### src/tesd_defines.svh
// Offsets, field positions, reset values and scaling constants of the transient event block.
`ifndef TESD_DEFINES_SVH
`define TESD_DEFINES_SVH

// ----------------------------------------------------------------------------
// Register offsets
// ----------------------------------------------------------------------------
`define TESD_OFF_CFG        8'h1D
`define TESD_OFF_STATUS     8'h1E
`define TESD_OFF_THS        8'h1F
`define TESD_OFF_COUNT      8'h20

// ----------------------------------------------------------------------------
// Reset values
// ----------------------------------------------------------------------------
`define TESD_RST_CFG        8'h00
`define TESD_RST_STATUS     8'h00
`define TESD_RST_THS        8'h00
`define TESD_RST_COUNT      8'h00
`define TESD_RDATA_NONE     8'h00

// ----------------------------------------------------------------------------
// Field positions
// ----------------------------------------------------------------------------
`define TESD_CFG_LATCH      4
`define TESD_CFG_ZEN        3
`define TESD_CFG_YEN        2
`define TESD_CFG_XEN        1
`define TESD_THS_MODE       7
`define TESD_THS_MSB        6
`define TESD_ST_ANY         6
`define TESD_ST_ZEF         5
`define TESD_ST_ZPOL        4
`define TESD_ST_YEF         3
`define TESD_ST_YPOL        2
`define TESD_ST_XEF         1
`define TESD_ST_XPOL        0

// ----------------------------------------------------------------------------
// Scaling
// ----------------------------------------------------------------------------
`define TESD_MG_PER_LSB     32'd63
`define TESD_MG_PER_G       32'd1000
`define TESD_COUNTS_PER_G   32'd4096
`define TESD_LOW_NOISE_G    32'd4
`define TESD_FS_MAX_SHIFT   2'h2

`endif

### src/tesd_pkg.sv
// Types shared by the transient event status and threshold block.
package tesd_pkg;

    typedef enum logic {
        TESD_DB_DECREMENT,
        TESD_DB_CLEAR
    } tesd_db_mode_t;

    typedef enum logic [1:0] {
        TESD_FS_2G,
        TESD_FS_4G,
        TESD_FS_8G,
        TESD_FS_RSVD
    } tesd_fs_t;

endpackage

### src/tesd_axis.sv
// One axis of transient detection: threshold compare and debounce counter.
`timescale 1ns/1ps
`default_nettype none
`include "tesd_defines.svh"

module tesd_axis #(
    parameter int ACC_W = 14,
    parameter int THS_W = 7,
    parameter int CNT_W = 8
) (
    input  wire logic                  clk_in,
    input  wire logic                  rst_n_in,
    input  wire logic                  sample_in,
    input  wire logic signed [ACC_W-1:0] accel_in,
    input  wire logic [THS_W-1:0]      ths_in,
    input  wire tesd_pkg::tesd_fs_t    full_scale_in,
    input  wire logic                  low_noise_in,
    input  wire logic                  enable_in,
    input  wire tesd_pkg::tesd_db_mode_t mode_in,
    input  wire logic [CNT_W-1:0]      count_in,
    output logic                       event_out,
    output logic                       pol_out
);
    import tesd_pkg::*;

    typedef struct packed {
        logic [CNT_W-1:0] cnt;
        logic             fire;
        logic             pol;
    } tesd_axis_state_t;

    tesd_axis_state_t st_q;
    tesd_axis_state_t st_d;

    logic [ACC_W-1:0] mag;
    logic [1:0]       shift;
    logic [31:0]      lim;
    logic [31:0]      mag_c;
    logic [31:0]      lhs;
    logic [31:0]      rhs;
    logic             over;
    logic             cond;
    logic [CNT_W-1:0] inc;

    // ------------------------------------------------------------------------
    // Threshold compare
    // ------------------------------------------------------------------------
    always_comb begin
        mag   = accel_in[ACC_W-1] ? ACC_W'(-accel_in) : ACC_W'(accel_in);
        shift = (full_scale_in == TESD_FS_RSVD) ? `TESD_FS_MAX_SHIFT : 2'(full_scale_in);
        // Low-noise mode caps the measurable magnitude at four g.
        lim   = (`TESD_LOW_NOISE_G * `TESD_COUNTS_PER_G) >> shift;
        mag_c = 32'(mag);
        if (low_noise_in && (mag_c > lim)) begin
            mag_c = lim;
        end
        // Threshold LSB is fixed in milli-g, sample LSB follows the range.
        lhs  = 32'(mag_c * `TESD_MG_PER_G);
        rhs  = 32'((32'(ths_in) * `TESD_MG_PER_LSB * `TESD_COUNTS_PER_G) >> shift);
        over = lhs > rhs;
        cond = over && enable_in;
        inc  = (st_q.cnt < count_in) ? CNT_W'(st_q.cnt + 1'b1) : count_in;
    end

    // ------------------------------------------------------------------------
    // Debounce counter
    // ------------------------------------------------------------------------
    always_comb begin
        st_d      = st_q;
        st_d.fire = 1'b0;
        if (sample_in) begin
            if (cond) begin
                st_d.cnt = inc;
                if (inc >= count_in) begin
                    st_d.fire = 1'b1;
                    st_d.pol  = accel_in[ACC_W-1];
                end
            end else if (mode_in == TESD_DB_CLEAR) begin
                st_d.cnt = '0;
            end else if (st_q.cnt != '0) begin
                st_d.cnt = CNT_W'(st_q.cnt - 1'b1);
            end
        end
    end

    always_ff @(posedge clk_in or negedge rst_n_in) begin
        if (!rst_n_in) begin
            st_q <= '0;
        end else begin
            st_q <= st_d;
        end
    end

    assign event_out = st_q.fire;
    assign pol_out   = st_q.pol;

endmodule

`default_nettype wire

### src/tesd_top.sv
// Transient event status register, threshold register and per-axis detection.
//
// What this block does
// - Read-only status at 0x1E, resets zero.
// - Bit 6 is OR of axis flags.
// - Axis flags set after debounced threshold crossing.
// - Direction bit: zero positive, one negative.
// - Latch on: freeze flags at trigger.
// - Latch off: later events keep updating bits.
// - Only a status read clears flags.
// - Mode zero: decrement counter when condition false.
// - Mode one: clear counter when condition false.
// - Seven-bit threshold, fixed 63 mg steps.
// - Low-noise limits measurement range to 4 g.
// - Per-axis thresholds selectable for Y, Z.
// - Disabled axis never raises its flag.
// - Count register gives minimum debounce periods.
`timescale 1ns/1ps
`default_nettype none
`include "tesd_defines.svh"

module tesd_top #(
    parameter int ACC_W = 14,
    parameter int THS_W = 7,
    parameter int CNT_W = 8
) (
    input  wire logic                    mclk_in,
    input  wire logic                    resetn_in,
    input  wire logic [7:0]              reg_addr_in,
    input  wire logic                    reg_wr_in,
    input  wire logic                    reg_rd_in,
    input  wire logic [7:0]              reg_wdata_in,
    output logic [7:0]                   reg_rdata_out,
    input  wire logic                    sample_valid_in,
    input  wire logic signed [ACC_W-1:0] accel_x_in,
    input  wire logic signed [ACC_W-1:0] accel_y_in,
    input  wire logic signed [ACC_W-1:0] accel_z_in,
    input  wire logic                    per_axis_ths_en_in,
    input  wire logic [THS_W-1:0]        y_ths_in,
    input  wire logic [THS_W-1:0]        z_ths_in,
    input  wire tesd_pkg::tesd_fs_t      full_scale_select_in,
    input  wire logic                    low_noise_in,
    output logic                         any_axis_event_out
);
    import tesd_pkg::*;

    // ------------------------------------------------------------------------
    // State
    // ------------------------------------------------------------------------
    typedef struct packed {
        logic [7:0] cfg;
        logic [7:0] ths;
        logic [7:0] count;
        logic [2:0] flag;
        logic [2:0] pol;
        logic [7:0] rdata;
    } tesd_top_state_t;

    tesd_top_state_t st_q;
    tesd_top_state_t st_d;

    logic [1:0]       rst_sync_q;
    logic             rst_n;
    logic [2:0]       axis_event;
    logic [2:0]       axis_pol;
    logic [2:0]       axis_en;
    logic [THS_W-1:0] ths_x;
    logic [THS_W-1:0] ths_y;
    logic [THS_W-1:0] ths_z;
    tesd_db_mode_t    db_mode;
    logic [7:0]       status;
    logic             frozen;
    logic             rd_status;

    // ------------------------------------------------------------------------
    // Helpers
    // ------------------------------------------------------------------------
    function automatic logic reg_hit(input logic [7:0] addr, input logic [7:0] off);
        reg_hit = (addr == off);
    endfunction

    function automatic logic [7:0] status_byte(input logic [2:0] flag, input logic [2:0] pol);
        logic [7:0] b;
        b                = 8'h00;
        b[`TESD_ST_ANY]  = |flag;
        b[`TESD_ST_ZEF]  = flag[2];
        b[`TESD_ST_ZPOL] = pol[2];
        b[`TESD_ST_YEF]  = flag[1];
        b[`TESD_ST_YPOL] = pol[1];
        b[`TESD_ST_XEF]  = flag[0];
        b[`TESD_ST_XPOL] = pol[0];
        status_byte      = b;
    endfunction

    // ------------------------------------------------------------------------
    // Reset release
    // ------------------------------------------------------------------------
    // Assertion is immediate; release is taken through two flip-flops.
    always_ff @(posedge mclk_in or negedge resetn_in) begin
        if (!resetn_in) begin
            rst_sync_q <= 2'h0;
        end else begin
            rst_sync_q <= {rst_sync_q[0], 1'b1};
        end
    end

    assign rst_n = rst_sync_q[1];

    // ------------------------------------------------------------------------
    // Axis configuration
    // ------------------------------------------------------------------------
    always_comb begin
        axis_en = {st_q.cfg[`TESD_CFG_ZEN], st_q.cfg[`TESD_CFG_YEN], st_q.cfg[`TESD_CFG_XEN]};
        db_mode = st_q.ths[`TESD_THS_MODE] ? TESD_DB_CLEAR : TESD_DB_DECREMENT;
        ths_x   = st_q.ths[`TESD_THS_MSB:0];
        ths_y   = per_axis_ths_en_in ? y_ths_in : st_q.ths[`TESD_THS_MSB:0];
        ths_z   = per_axis_ths_en_in ? z_ths_in : st_q.ths[`TESD_THS_MSB:0];
    end

    tesd_axis #(
        .ACC_W (ACC_W),
        .THS_W (THS_W),
        .CNT_W (CNT_W)
    ) u_axis_x (
        .clk_in        (mclk_in),
        .rst_n_in      (rst_n),
        .sample_in     (sample_valid_in),
        .accel_in      (accel_x_in),
        .ths_in        (ths_x),
        .full_scale_in (full_scale_select_in),
        .low_noise_in  (low_noise_in),
        .enable_in     (axis_en[0]),
        .mode_in       (db_mode),
        .count_in      (CNT_W'(st_q.count)),
        .event_out     (axis_event[0]),
        .pol_out       (axis_pol[0])
    );

    tesd_axis #(
        .ACC_W (ACC_W),
        .THS_W (THS_W),
        .CNT_W (CNT_W)
    ) u_axis_y (
        .clk_in        (mclk_in),
        .rst_n_in      (rst_n),
        .sample_in     (sample_valid_in),
        .accel_in      (accel_y_in),
        .ths_in        (ths_y),
        .full_scale_in (full_scale_select_in),
        .low_noise_in  (low_noise_in),
        .enable_in     (axis_en[1]),
        .mode_in       (db_mode),
        .count_in      (CNT_W'(st_q.count)),
        .event_out     (axis_event[1]),
        .pol_out       (axis_pol[1])
    );

    tesd_axis #(
        .ACC_W (ACC_W),
        .THS_W (THS_W),
        .CNT_W (CNT_W)
    ) u_axis_z (
        .clk_in        (mclk_in),
        .rst_n_in      (rst_n),
        .sample_in     (sample_valid_in),
        .accel_in      (accel_z_in),
        .ths_in        (ths_z),
        .full_scale_in (full_scale_select_in),
        .low_noise_in  (low_noise_in),
        .enable_in     (axis_en[2]),
        .mode_in       (db_mode),
        .count_in      (CNT_W'(st_q.count)),
        .event_out     (axis_event[2]),
        .pol_out       (axis_pol[2])
    );

    // ------------------------------------------------------------------------
    // Status flags and register access
    // ------------------------------------------------------------------------
    always_comb begin
        st_d      = st_q;
        status    = status_byte(st_q.flag, st_q.pol);
        rd_status = reg_rd_in && reg_hit(reg_addr_in, `TESD_OFF_STATUS);
        // With the latch on, the first trigger freezes the bits until read.
        frozen    = st_q.cfg[`TESD_CFG_LATCH] && (|st_q.flag) && !rd_status;

        if (rd_status) begin
            st_d.flag = 3'h0;
        end
        // An event in the clearing cycle still lands: set wins over clear.
        if (!frozen) begin
            for (int i = 0; i < 3; i++) begin
                if (axis_event[i]) begin
                    st_d.flag[i] = 1'b1;
                    st_d.pol[i]  = axis_pol[i];
                end
            end
        end

        if (reg_wr_in) begin
            if (reg_hit(reg_addr_in, `TESD_OFF_CFG)) begin
                st_d.cfg = reg_wdata_in;
            end
            if (reg_hit(reg_addr_in, `TESD_OFF_THS)) begin
                st_d.ths = reg_wdata_in;
            end
            if (reg_hit(reg_addr_in, `TESD_OFF_COUNT)) begin
                st_d.count = reg_wdata_in;
            end
        end

        if (reg_rd_in) begin
            case (reg_addr_in)
                `TESD_OFF_CFG: begin
                    st_d.rdata = st_q.cfg;
                end
                `TESD_OFF_STATUS: begin
                    st_d.rdata = status;
                end
                `TESD_OFF_THS: begin
                    st_d.rdata = st_q.ths;
                end
                `TESD_OFF_COUNT: begin
                    st_d.rdata = st_q.count;
                end
                default: begin
                    st_d.rdata = `TESD_RDATA_NONE;
                end
            endcase
        end
    end

    always_ff @(posedge mclk_in or negedge rst_n) begin
        if (!rst_n) begin
            st_q.cfg   <= `TESD_RST_CFG;
            st_q.ths   <= `TESD_RST_THS;
            st_q.count <= `TESD_RST_COUNT;
            st_q.flag  <= 3'h0;
            st_q.pol   <= 3'h0;
            st_q.rdata <= `TESD_RST_STATUS;
        end else begin
            st_q <= st_d;
        end
    end

    assign reg_rdata_out      = st_q.rdata;
    assign any_axis_event_out = |st_q.flag;

endmodule

`default_nettype wire

### config.mk
export PLATFORM = sky130hd
export DESIGN_NAME = tesd_top
export DESIGN_NICKNAME = d
export VERILOG_FILES = /design/src/tesd_pkg.sv /design/src/tesd_axis.sv /design/src/tesd_top.sv
export VERILOG_INCLUDE_DIRS = /design/src /design/src/src
export SDC_FILE = /design/constraint.sdc
export NUM_CORES = 1
export LEC_CHECK = 0
export ABC_AREA = 1
export BUFFER_PORTS_ARGS = -buffer_cell sky130_fd_sc_hd__buf_2
export CORE_ASPECT_RATIO = 0.7
export CORE_MARGIN = 2
export CORE_UTILIZATION = 55
export DETAILED_ROUTE_END_ITERATION = 6
export PLACE_DENSITY = 0.76
export SYNTH_ARGS = -nofsm -noshare
export SYNTH_HDL_FRONTEND = slang
export SYNTH_SLANG_ARGS = --single-unit
### constraint.sdc
create_clock -name mclk_in -period 2.6 [get_ports mclk_in]
set_input_delay 0.39 -clock mclk_in [delete_from_list [all_inputs] [get_ports mclk_in]]
set_output_delay 0.39 -clock mclk_in [all_outputs]
set_load 0.1 [all_outputs]
Word level (Yosys, flattened, before mapping)
Cells that the tools add are included.
{ "totals": {"elab_cells": 124, "register_bits": 70, "output_inout_bits": 9, "inputBits": 81} }
{ "classes": {"n_bitwise": 1, "n_lt_le_gt_ge": 12, "muxes": 40, "add_sub_neg": 9, "eq_ne": 5, "shifts": 4, "n_reduce_logical": 29, "mul": 6} }
{ "op_table": {"columns": ["op", "count"], "rows": [
  ["$gt A14 B32 Y1", 3],
  ["$gt A32 B32 Y1", 3],
  ["$mul A32 B7 Y29 const B", 3],
  ["$mux W32", 3],
  ["$mux W8", 12],
  ["$shr A25 B2 Y32", 3],
  ["$mux W14", 3],
  ["$neg A14 Y14", 3],
  ["$mul A7 B6 Y13 const B", 3],
  ["$pmux W8 S4", 1],
  ["$shr A15 B2 Y32 const A", 1],
  ["$add A8 B1 Y8 const B", 3],
  ["$eq A8 B5 Y1 const B", 3],
  ["$ge A8 B8 Y1", 3],
  ["$lt A8 B8 Y1", 3],
  ["$reduce_bool A8 Y1", 3],
  ["$sub A8 B1 Y8 const B", 3],
  ["$mux W2", 10],
  ["$reduce_and A2 Y1", 9],
  ["$mux W7", 2],
  ["$logic_and A1 B1 Y1", 9],
  ["$reduce_and A3 Y1", 3],
  ["$reduce_bool A3 Y1", 3],
  ["$eq A8 B6 Y1 const B", 1],
  ["other kinds (7)", 13]
]} }

Depth between registers and ports, before layout
Gate-level depths: netlist (run 1).
{ "depth": {"word_depth": 11, "depth_mapped": 52, "depth_no_buf": 51} }

Cells and area by module
From an unflattened synthesis (run 1), not the netlist that was laid out.
{ "unflattened": {"hier_cells": 2682, "area_unflattened_um2": 19970.4} }
{ "modules_own_cells": {"columns": ["mod", "cells_each", "seq_area_each_um2", "n_inst", "area_each_um2"], "rows": [
  ["tesd_axis at u_axis_x", 807, 250.2, 1, 5977.0],
  ["tesd_axis at u_axis_z", 806, 250.2, 1, 5950.7],
  ["tesd_axis at u_axis_y", 799, 250.2, 1, 5871.9],
  ["tesd_top", 270, 1001.0, 1, 2170.8]
]} }

Worst setup path after synthesis (run 1)
No wires, ideal clock.
{ "synth_timing": {"path_type": "in2reg", "from": "input accel_z_in[0]", "to": "register u_axis_z.st_q[4] in the netlist's numbering", "path_stages": 49, "t_required_ps": 2534, "n_path_buf": 0, "setup_slack_ps": -5105, "arrival_time_ps": 7639, "setup_ps": 66, "path_cell_list": "inv_1 -> nand3_1 -> nor2_2 -> nand2_1 -> nand2_1 -> o21ai_0 -> xor2_1 -> inv_1 -> ha_1 -> nand3_1 -> nor2_1 -> nand2_1 -> nor2_1 -> nand3_1 -> nand2_1 -> nand2_2 -> nand2_4 -> clkinv_1 -> [13 not listed] -> nand2_1 -> a31oi_1 -> o21bai_1 -> a21oi_1 -> xnor2_1 -> ha_1 -> nand2_1 -> nor2_1 -> nand4_1 -> nor2_1 -> nand3_1 -> nor2_1 -> nor2_2 -> nor2_8 -> nand3_4 -> nand2_4 -> nand2_1 -> nand2_1"} }
{ "synth_via": {"elab_chain_len": 10} }
{ "synth_rtl": {"columns": ["item", "line", "rtl"], "rows": [
  ["from (decl)", "tesd_top.sv:37", "input wire logic signed [ACC_W-1:0] accel_z_in,"],
  ["$neg A14 Y14", "tesd_axis.sv:49", "mag = accel_in[ACC_W-1] ? ACC_W'(-accel_in) : ACC_W'(accel_in);"],
  ["$mux W14 *", "tesd_axis.sv:49", null],
  ["$gt A14 B32 Y1", "tesd_axis.sv:54", "if (low_noise_in && (mag_c > lim)) begin"],
  ["$logic_and A1 B1 Y1", "tesd_axis.sv:54", null],
  ["$mux W32 *", "tesd_axis.sv:54", null],
  ["$mul A32 B7 Y29 (no source line) *", null, null],
  ["$gt A32 B32 Y1 *", "tesd_axis.sv:60", "over = lhs > rhs;"],
  ["$logic_and A1 B1 Y1 *", "tesd_axis.sv:61", "cond = over && enable_in;"],
  ["$reduce_bool A3 Y1 (no source line)", null, null],
  ["$reduce_and A2 Y1 (no source line)", null, null],
  ["to (signal assigned)", "tesd_axis.sv:90", "st_q <= st_d;"],
  ["to (decl)", "tesd_axis.sv:32", "tesd_axis_state_t st_q;"]
]} }
Mark *: on every way between the ends. The rest lies on a longest branch, timed or not.
A chain may end at the register's enable or synchronous reset.

Worst setup path in the final report (run 1)
{ "layout_timing": {"from": "input accel_y_in[4]", "to": "register u_axis_y.st_q[9] in the netlist's numbering"} }
{ "layout_via": {"elab_chain_len": 10} }
{ "layout_rtl": {"columns": ["item", "line", "rtl"], "rows": [
  ["from (decl)", "tesd_top.sv:36", "input wire logic signed [ACC_W-1:0] accel_y_in,"],
  ["$neg A14 Y14", "tesd_axis.sv:49", null],
  ["$mux W14 *", "tesd_axis.sv:49", null],
  ["$gt A14 B32 Y1", "tesd_axis.sv:54", null],
  ["$logic_and A1 B1 Y1", "tesd_axis.sv:54", null],
  ["$mux W32 *", "tesd_axis.sv:54", null],
  ["$mul A32 B7 Y29 (no source line) *", null, null],
  ["$gt A32 B32 Y1 *", "tesd_axis.sv:60", null],
  ["$logic_and A1 B1 Y1 *", "tesd_axis.sv:61", null],
  ["$reduce_bool A3 Y1 (no source line)", null, null],
  ["$reduce_and A2 Y1 (no source line)", null, null],
  ["to (signal assigned)", "tesd_axis.sv:90", null],
  ["to (decl)", "tesd_axis.sv:32", null]
]} }
Marks and branches as above.

==> impl_results.md, run 1 <==
- Vias in the first global route: 21.25k
- Crit path top cell by count: buf_4
- Register area: 1753 sq um
- Clock Pin Slew Worst Setup and Hold Paths: 0.06 ns
- Yosys reg bits: 70
- Worst Path Required: 2.84 ns
- R2r setup slk: -4.48 ns
- R2R depth: 36
- GPL Wtd Cong: 0.9288
- Fin nets: 3920
- Via/cell ratio: 5.646
- IO Port Bufs: 89
- Final Hold Fails: 0
- Slowest stage delay, CP: 0.55 ns
- Setup slack after layout: -5.461 ns
- Sequential fraction of the synthesis area: 9.140%
- Die footprint: 36380 sq um
- Tmin final: 8.061 ns
- Multi-input gate area: 17060 sq um
- Fmax: 124.1 MHz
- Share of cells above drive strength 1: 34.59%
- RR Startpoint: st_q[26]
- Total CTS buffers: 9
- Least-Margin Pin Slew: 0.7558 ns
- Commonest non-fill, non-tap cell in the layout: buf_4
- ANT nets after route: 0
- CP max FO: 7
- Syn Inst Count: 2519
- Initial core utilization: 55.52%
- Status: finished with violations
- Worst EP arrival: 8.30 ns
- Count of flip-flops with a built-in enable after synthesis: 0
- Top cell type's share of synthesized area: 21.94%
- Drc violations: 3
- YS warnings: 0
- DIE WIDTH: 227.1 um
- Worst skew pair latency: 0.35 ns
- Root Buffer: clkbuf_16
- Synth Flop Type: dfrtp_1
- HPWL Detailed: 49390 um
- Filler Cell Count: 2133
- # IOs: 90
- Critical path class: in -> reg
- First-pass GRT wire length: 103100 um
- Bufs and invs on worst path: 12
- Netlist cell types: 63
- Worst hold path class: reg -> async
- CP delay by family, top: adder cells
- Wirelength per Cell: 18.24 um
- Critical Path Stages: 43
- Synth-to-layout area growth: 44.03%
- Final-report setup violation count: 30
- CTS max path bufs: 2
- Initial DRT Pass Iterations: 7
- Max cap viols: 0
- Via count: 21.38k
- Fin crit share: 310.0%
- Clock Skew: 0.009868 ns
- Unrepaired setup endpoints after global routing: true
- Share of flip-flops with an asynchronous set or reset: 100.0%
- Final Slew Violations: 0
- Max transition margin: 49.62%
- RR Endpoint: u_axis_y.st_q[9]
- Final WL: 69090 um
- Overall routing resource usage: 35.11%
- Place WS: -5.609 ns
- Rows: 57
- Most frequent cells in the layout: buf_4 (681), inv_1 (444), nand2_1 (438)
- Critical Path Slowest Stage Cell: fa_1
- Startpoint class of the critical path: input port
- Biggest area consumer among synthesized cells: ha_1
- Core Footprint: 34520 sq um
- Synth area leaders: ha_1 (22%), fa_1 (21%), nand2_1 (9.9%), inv_1 (9.6%), dfrtp_1 (9.1%)
- Syn_area_per_cell: 7.608 sq um
- Mapped Area: 19160 sq um
- CTS tree: yes
- Antenna violations before repair: 3
- Largest net degree at the start of global routing: 28
- GR Overflow Total: 0
- Clock sinks: 70
- Crit end category: register
- Die height: 160.2 um
- Failing checks: design-rule violations, negative setup slack
- H-tree Lvls: 3
- Iter 0 DRT Violations: 2051
==> synthesized netlist by cell type, types with 5 or more instances <==
| master | instances |
|---|---|
| a21oi_1 | 130 |
| a21o_1 | 11 |
| dfrtp_1 | 70 |
| o21ai_0 | 118 |
| nor4_1 | 10 |
| o2111ai_1 | 8 |
| ha_1 | 336 |
| nor2_2 | 9 |
| xnor2_1 | 38 |
| inv_2 | 5 |
| nand2_2 | 8 |
| nand3_4 | 5 |
| nor3_1 | 19 |
| buf_4 | 9 |
| a21boi_0 | 5 |
| mux2_2 | 7 |
| nand2_1 | 506 |
| nand3_1 | 117 |
| nand3b_1 | 7 |
| o21a_1 | 11 |
| nand2_4 | 8 |
| nand4_1 | 18 |
| clkbuf_1 | 30 |
| nor2_1 | 141 |
| xor2_1 | 72 |
| a31oi_1 | 11 |
| o22ai_1 | 9 |
| fa_1 | 198 |
| o21bai_1 | 9 |
| inv_1 | 490 |
| a221oi_1 | 5 |
| buf_2 | 5 |
| o221ai_1 | 21 |
| o21ai_1 | 11 |
| or2_2 | 8 |
| o211ai_1 | 9 |
==> worst max-delay path by stage <==
stage	start	endpoint
6_report	accel_y_in[4]	u_axis_y.st_q[9]
4_1_cts	accel_x_in[3]	u_axis_x.st_q[5]
3_3_place_gp	accel_x_in[0]	u_axis_x.st_q[6]
3_5_place_dp	accel_y_in[3]	u_axis_y.st_q[9]
5_1_grt	accel_y_in[6]	u_axis_y.st_q[9]
2_1_floorplan	accel_z_in[0]	u_axis_z.st_q[4]
==> layer usage <==
metal  track usage [%]  vias up  part of all wire (%)
met3             5.170      358                   8.2
met2             58.34     1132                    46
met4             12.18        0                   5.8
met1             46.65    10210                    40
li1                  -     9686                     -
met5                 0        -                     0
==> per-stage QoR <==
stage               cells  hold slack (ns)  utilization [%]  cell area [sq um]  setup TNS, ns
floorplan            2542          0.09441                -              19910        -132.60
global placement     3654           0.1828            73.09              25230        -158.11
detailed placement   3654           0.1823            73.09              25230        -165.77
CTS                  3742           0.2935            77.35              26700        -145.56
global route         3785           0.3327            79.95              27600        -169.82
finish               3787           0.2863            79.97              27600        -158.62
==> sequential cells by signal, summed over array words and instances (netlist names) <==
name                cells
rst_sync_q              2
u_axis_y.pol_out        1
st_q                   27
u_axis_z.pol_out        1
axis_en                 3
u_axis_x.pol_out        1
u_axis_y.st_q           8
u_axis_z.st_q           8
u_axis_z.event_out      1
u_axis_x.event_out      1
u_axis_x.st_q           8
u_axis_y.event_out      1
reg_rdata_out           8
==> repair_timing <==
item / CTS / global route
endpoints found under the hold margin: 2 / 0
pin swaps: 137 / 139
gates cloned: 3 / 1
hold buffers: 1 / 0
setup endpoints to repair: 30 / 30
setup buffers: 69 / 40
resized for setup: 133 / 147
==> cell type report <==
type	instances	share of cell area (%)
multi-input cells	1934	61.79
repair buffers	793	21.61
inverters	497	6.990
flip-flops and latches	70	6.351
well taps	472	2.140
clock buffers	9	0.8159
clock inverters	7	0.2629
diodes	5	0.04533
==> cells by family (layout without fill, tap and decap cells) <==
| kind of cell | count (synthesis) | count (layout) | share of synthesized area [%] |
|---|---|---|---|
| XOR/XNOR | 110 | 110 | 5.027 |
| buffers and inverters | 542 | 1306 | 10.82 |
| multiplexers | 10 | 10 | 0.6333 |
| flip-flops | 70 | 70 | 9.140 |
| other | 2 | 30 | 0.03919 |
| adder cells (fa/ha/maj) | 534 | 534 | 42.62 |
| AND/OR/NAND/NOR | 876 | 880 | 20.23 |
| AO/OA/AOI/OAI | 375 | 375 | 11.48 |
Power of run 1 is left out: the tool's default activity adds up to more than one toggle a clock period on the data nets, which glitch-free logic cannot reach.
==> run 2: changes to the inputs <==
CORE_UTILIZATION = 45   (was 55)
CTS_BUF_LIST = sky130_fd_sc_hd__clkbuf_4 sky130_fd_sc_hd__clkbuf_8   (was unset)
PLACE_DENSITY = 0.64   (was 0.76)
clock period = 10.4 ns   (was 2.6 ns; I/O delays follow)
==> impl_results.md, run 2 (synthesized netlist as in run 1, its figures left out) <==
- Worst skew pair latency: 0.37 ns (+0.02 ns)
- Final Hold Fails: 0 (unchanged)
- Share of cells above drive strength 1: 7.595% (-27 points)
- Via/cell ratio: 5.265 (-6.8%)
- Synth-to-layout area growth: 7.227%
- CP max FO: 13 (+6)
- H-tree Lvls: 3 (unchanged)
- Vias in the first global route: 16.27k (-23%)
- HPWL Detailed: 41880 um (-15%)
- Most flops, register: st_q
- Commonest non-fill, non-tap cell in the layout: nand2_1
- Overall routing resource usage: 22.58% (-13 points)
- Critical Path Slowest Stage Cell: fa_1
- Final WL: 48360 um (-30%)
- CTS max path bufs: 2 (unchanged)
- Crit end category: register
- Fin area: 20550 sq um (-26%)
- Wirelength per Cell: 15.24 um (-16%)
- Core Footprint: 42170 sq um (+22%)
- Rows: 63 (+11%)
- Slowest stage delay, CP: 0.58 ns (+0.03 ns)
- CTS tree: yes
- Fmax: 103.5 MHz
- First-pass GRT wire length: 82100 um (-20%)
- Critical path class: in -> reg
- CP delay by family, top: simple AND/OR/NAND/NOR gates
- IO Port Bufs: 89 (unchanged)
- DIE WIDTH: 250.7 um (+10%)
- Die footprint: 44280 sq um (+22%)
- Initial DRT Pass Iterations: 5 (-2)
- CTS Hold Buffers Added: 0 (-1)
- Status: finished, final reports clean
- Total CTS buffers: 9 (unchanged)
- Via count: 16.70k (-22%)
- Worst Path Required: 10.66 ns (+7.82 ns)
- Worst EP arrival: 9.92 ns (+1.62 ns)
- Buffer count from post-CTS setup fixing: 0 (-100%)
- GR Overflow Total: 0 (unchanged)
- Final-report setup violation count: 0 (-100%)
- Worst hold path class: reg -> reg
- Clock Pin Slew Worst Setup and Hold Paths: 0.09 ns (+0.03 ns)
- Max cap viols: 0 (unchanged)
- Setup slack after layout: 0.7374 ns (+6.198 ns)
- Bufs and invs on worst path: 6 (-6)
- Max reg flops: 27 (unchanged)
- Crit path top cell by count: nand2_1
- Place WS: 0.04677 ns (+5.656 ns)
- Clock Skew: 0.01442 ns (+0.004554 ns)
- Most frequent cells in the layout: nand2_1 (506), inv_1 (487), ha_1 (336)
- Largest net degree at the start of global routing: 69 (+150%)
- Fin nets: 3230 (-18%)
- Final Slew Violations: 0 (unchanged)
- Clock sinks: 70 (unchanged)
- ANT nets after route: 0 (unchanged)
- Startpoint class of the critical path: input port
- Antenna violations before repair: 0 (-3)
- Ant diodes: 0 (-5)
- # IOs: 90 (unchanged)
- Iter 0 DRT Violations: 1133 (-45%)
- Fin crit share: 92.91%
- GPL Wtd Cong: 0.9294 (about the same)
- Drc violations: 0 (-3)
- R2r setup slk: 3.19 ns (+7.67 ns)
- Die height: 176.7 um (+10%)
- Placed instance area: 20310 sq um (-19%)
- Max transition margin: 23.82% (-26 points)
- Tmin final: 9.663 ns
- Root Buffer: clkbuf_8
- Initial core utilization: 45.44% (-10 points)
- Least-Margin Pin Slew: 1.132 ns (+0.3765 ns)
run 2: changes by cell type in the layout (fill, tap and decap cells not counted), moves of 21 or more:
cell / change
inv_1: +43
buf_4: -663
nand2_1: +68
buf_6: -21
inv_2: -28
nand2_2: -39
ha_1: +33
ha_4: -33
nand3_2: -34
nand3_1: +34
run 2: worst paths after layout:
check	cells after the start	end	from
min in group asynchronous	1	u_axis_y.st_q[3]	rst_sync_q[1]
hold / removal	0	rst_sync_q[1]	rst_sync_q[0]
max in group asynchronous	1	rst_sync_q[1]	resetn_in
setup reg to reg	35	u_axis_y.st_q[3]	st_q[27]
setup / recovery	50	u_axis_y.st_q[3]	accel_y_in[1]
hold reg to reg	0	rst_sync_q[1]	rst_sync_q[0]
run 2: area by class of cell:
cell class / count / area, sq um
clock buffers: 10 / 131.4
fillers: 4137 / 21620
multi-input cells: 1930 / 15460
inverters: 497 / 1866
repair buffers: 107 / 580.6
well taps: 552 / 690.7
clock inverters: 6 / 71.32
flip-flops and latches: 70 / 1753
run 2: layer usage:
layer  up-vias  share of wire, %  global-route usage, %
li1       8290                 -                      -
met1      7987                51                  34.28
met2       390                44                  36.00
met3        34               4.5                  1.765
met4         0               1.0                  2.819
met5         -                 0                      0
run 2: repair_timing:
item	CTS	global route
gates resized for setup	0	12
endpoints found under the hold margin	0	0
endpoints found under the setup margin	0	19
run 2: through the flow:
stage | cells | util, % | setup TNS, ns | hold WS, ns
6_report | 3172 | 48.73 | 0 | 0.3532
3_5_place_dp | 3156 | 48.17 | 0 | 0.3377
4_1_cts | 3172 | 48.65 | 0 | 0.3565
3_3_place_gp | 3156 | 48.17 | 0 | 0.3368
5_1_grt | 3172 | 48.73 | -0.00001243 | 0.3589
2_1_floorplan | 2542 | - | 0 | 0.3312
Power of run 2 is left out for the same reason.
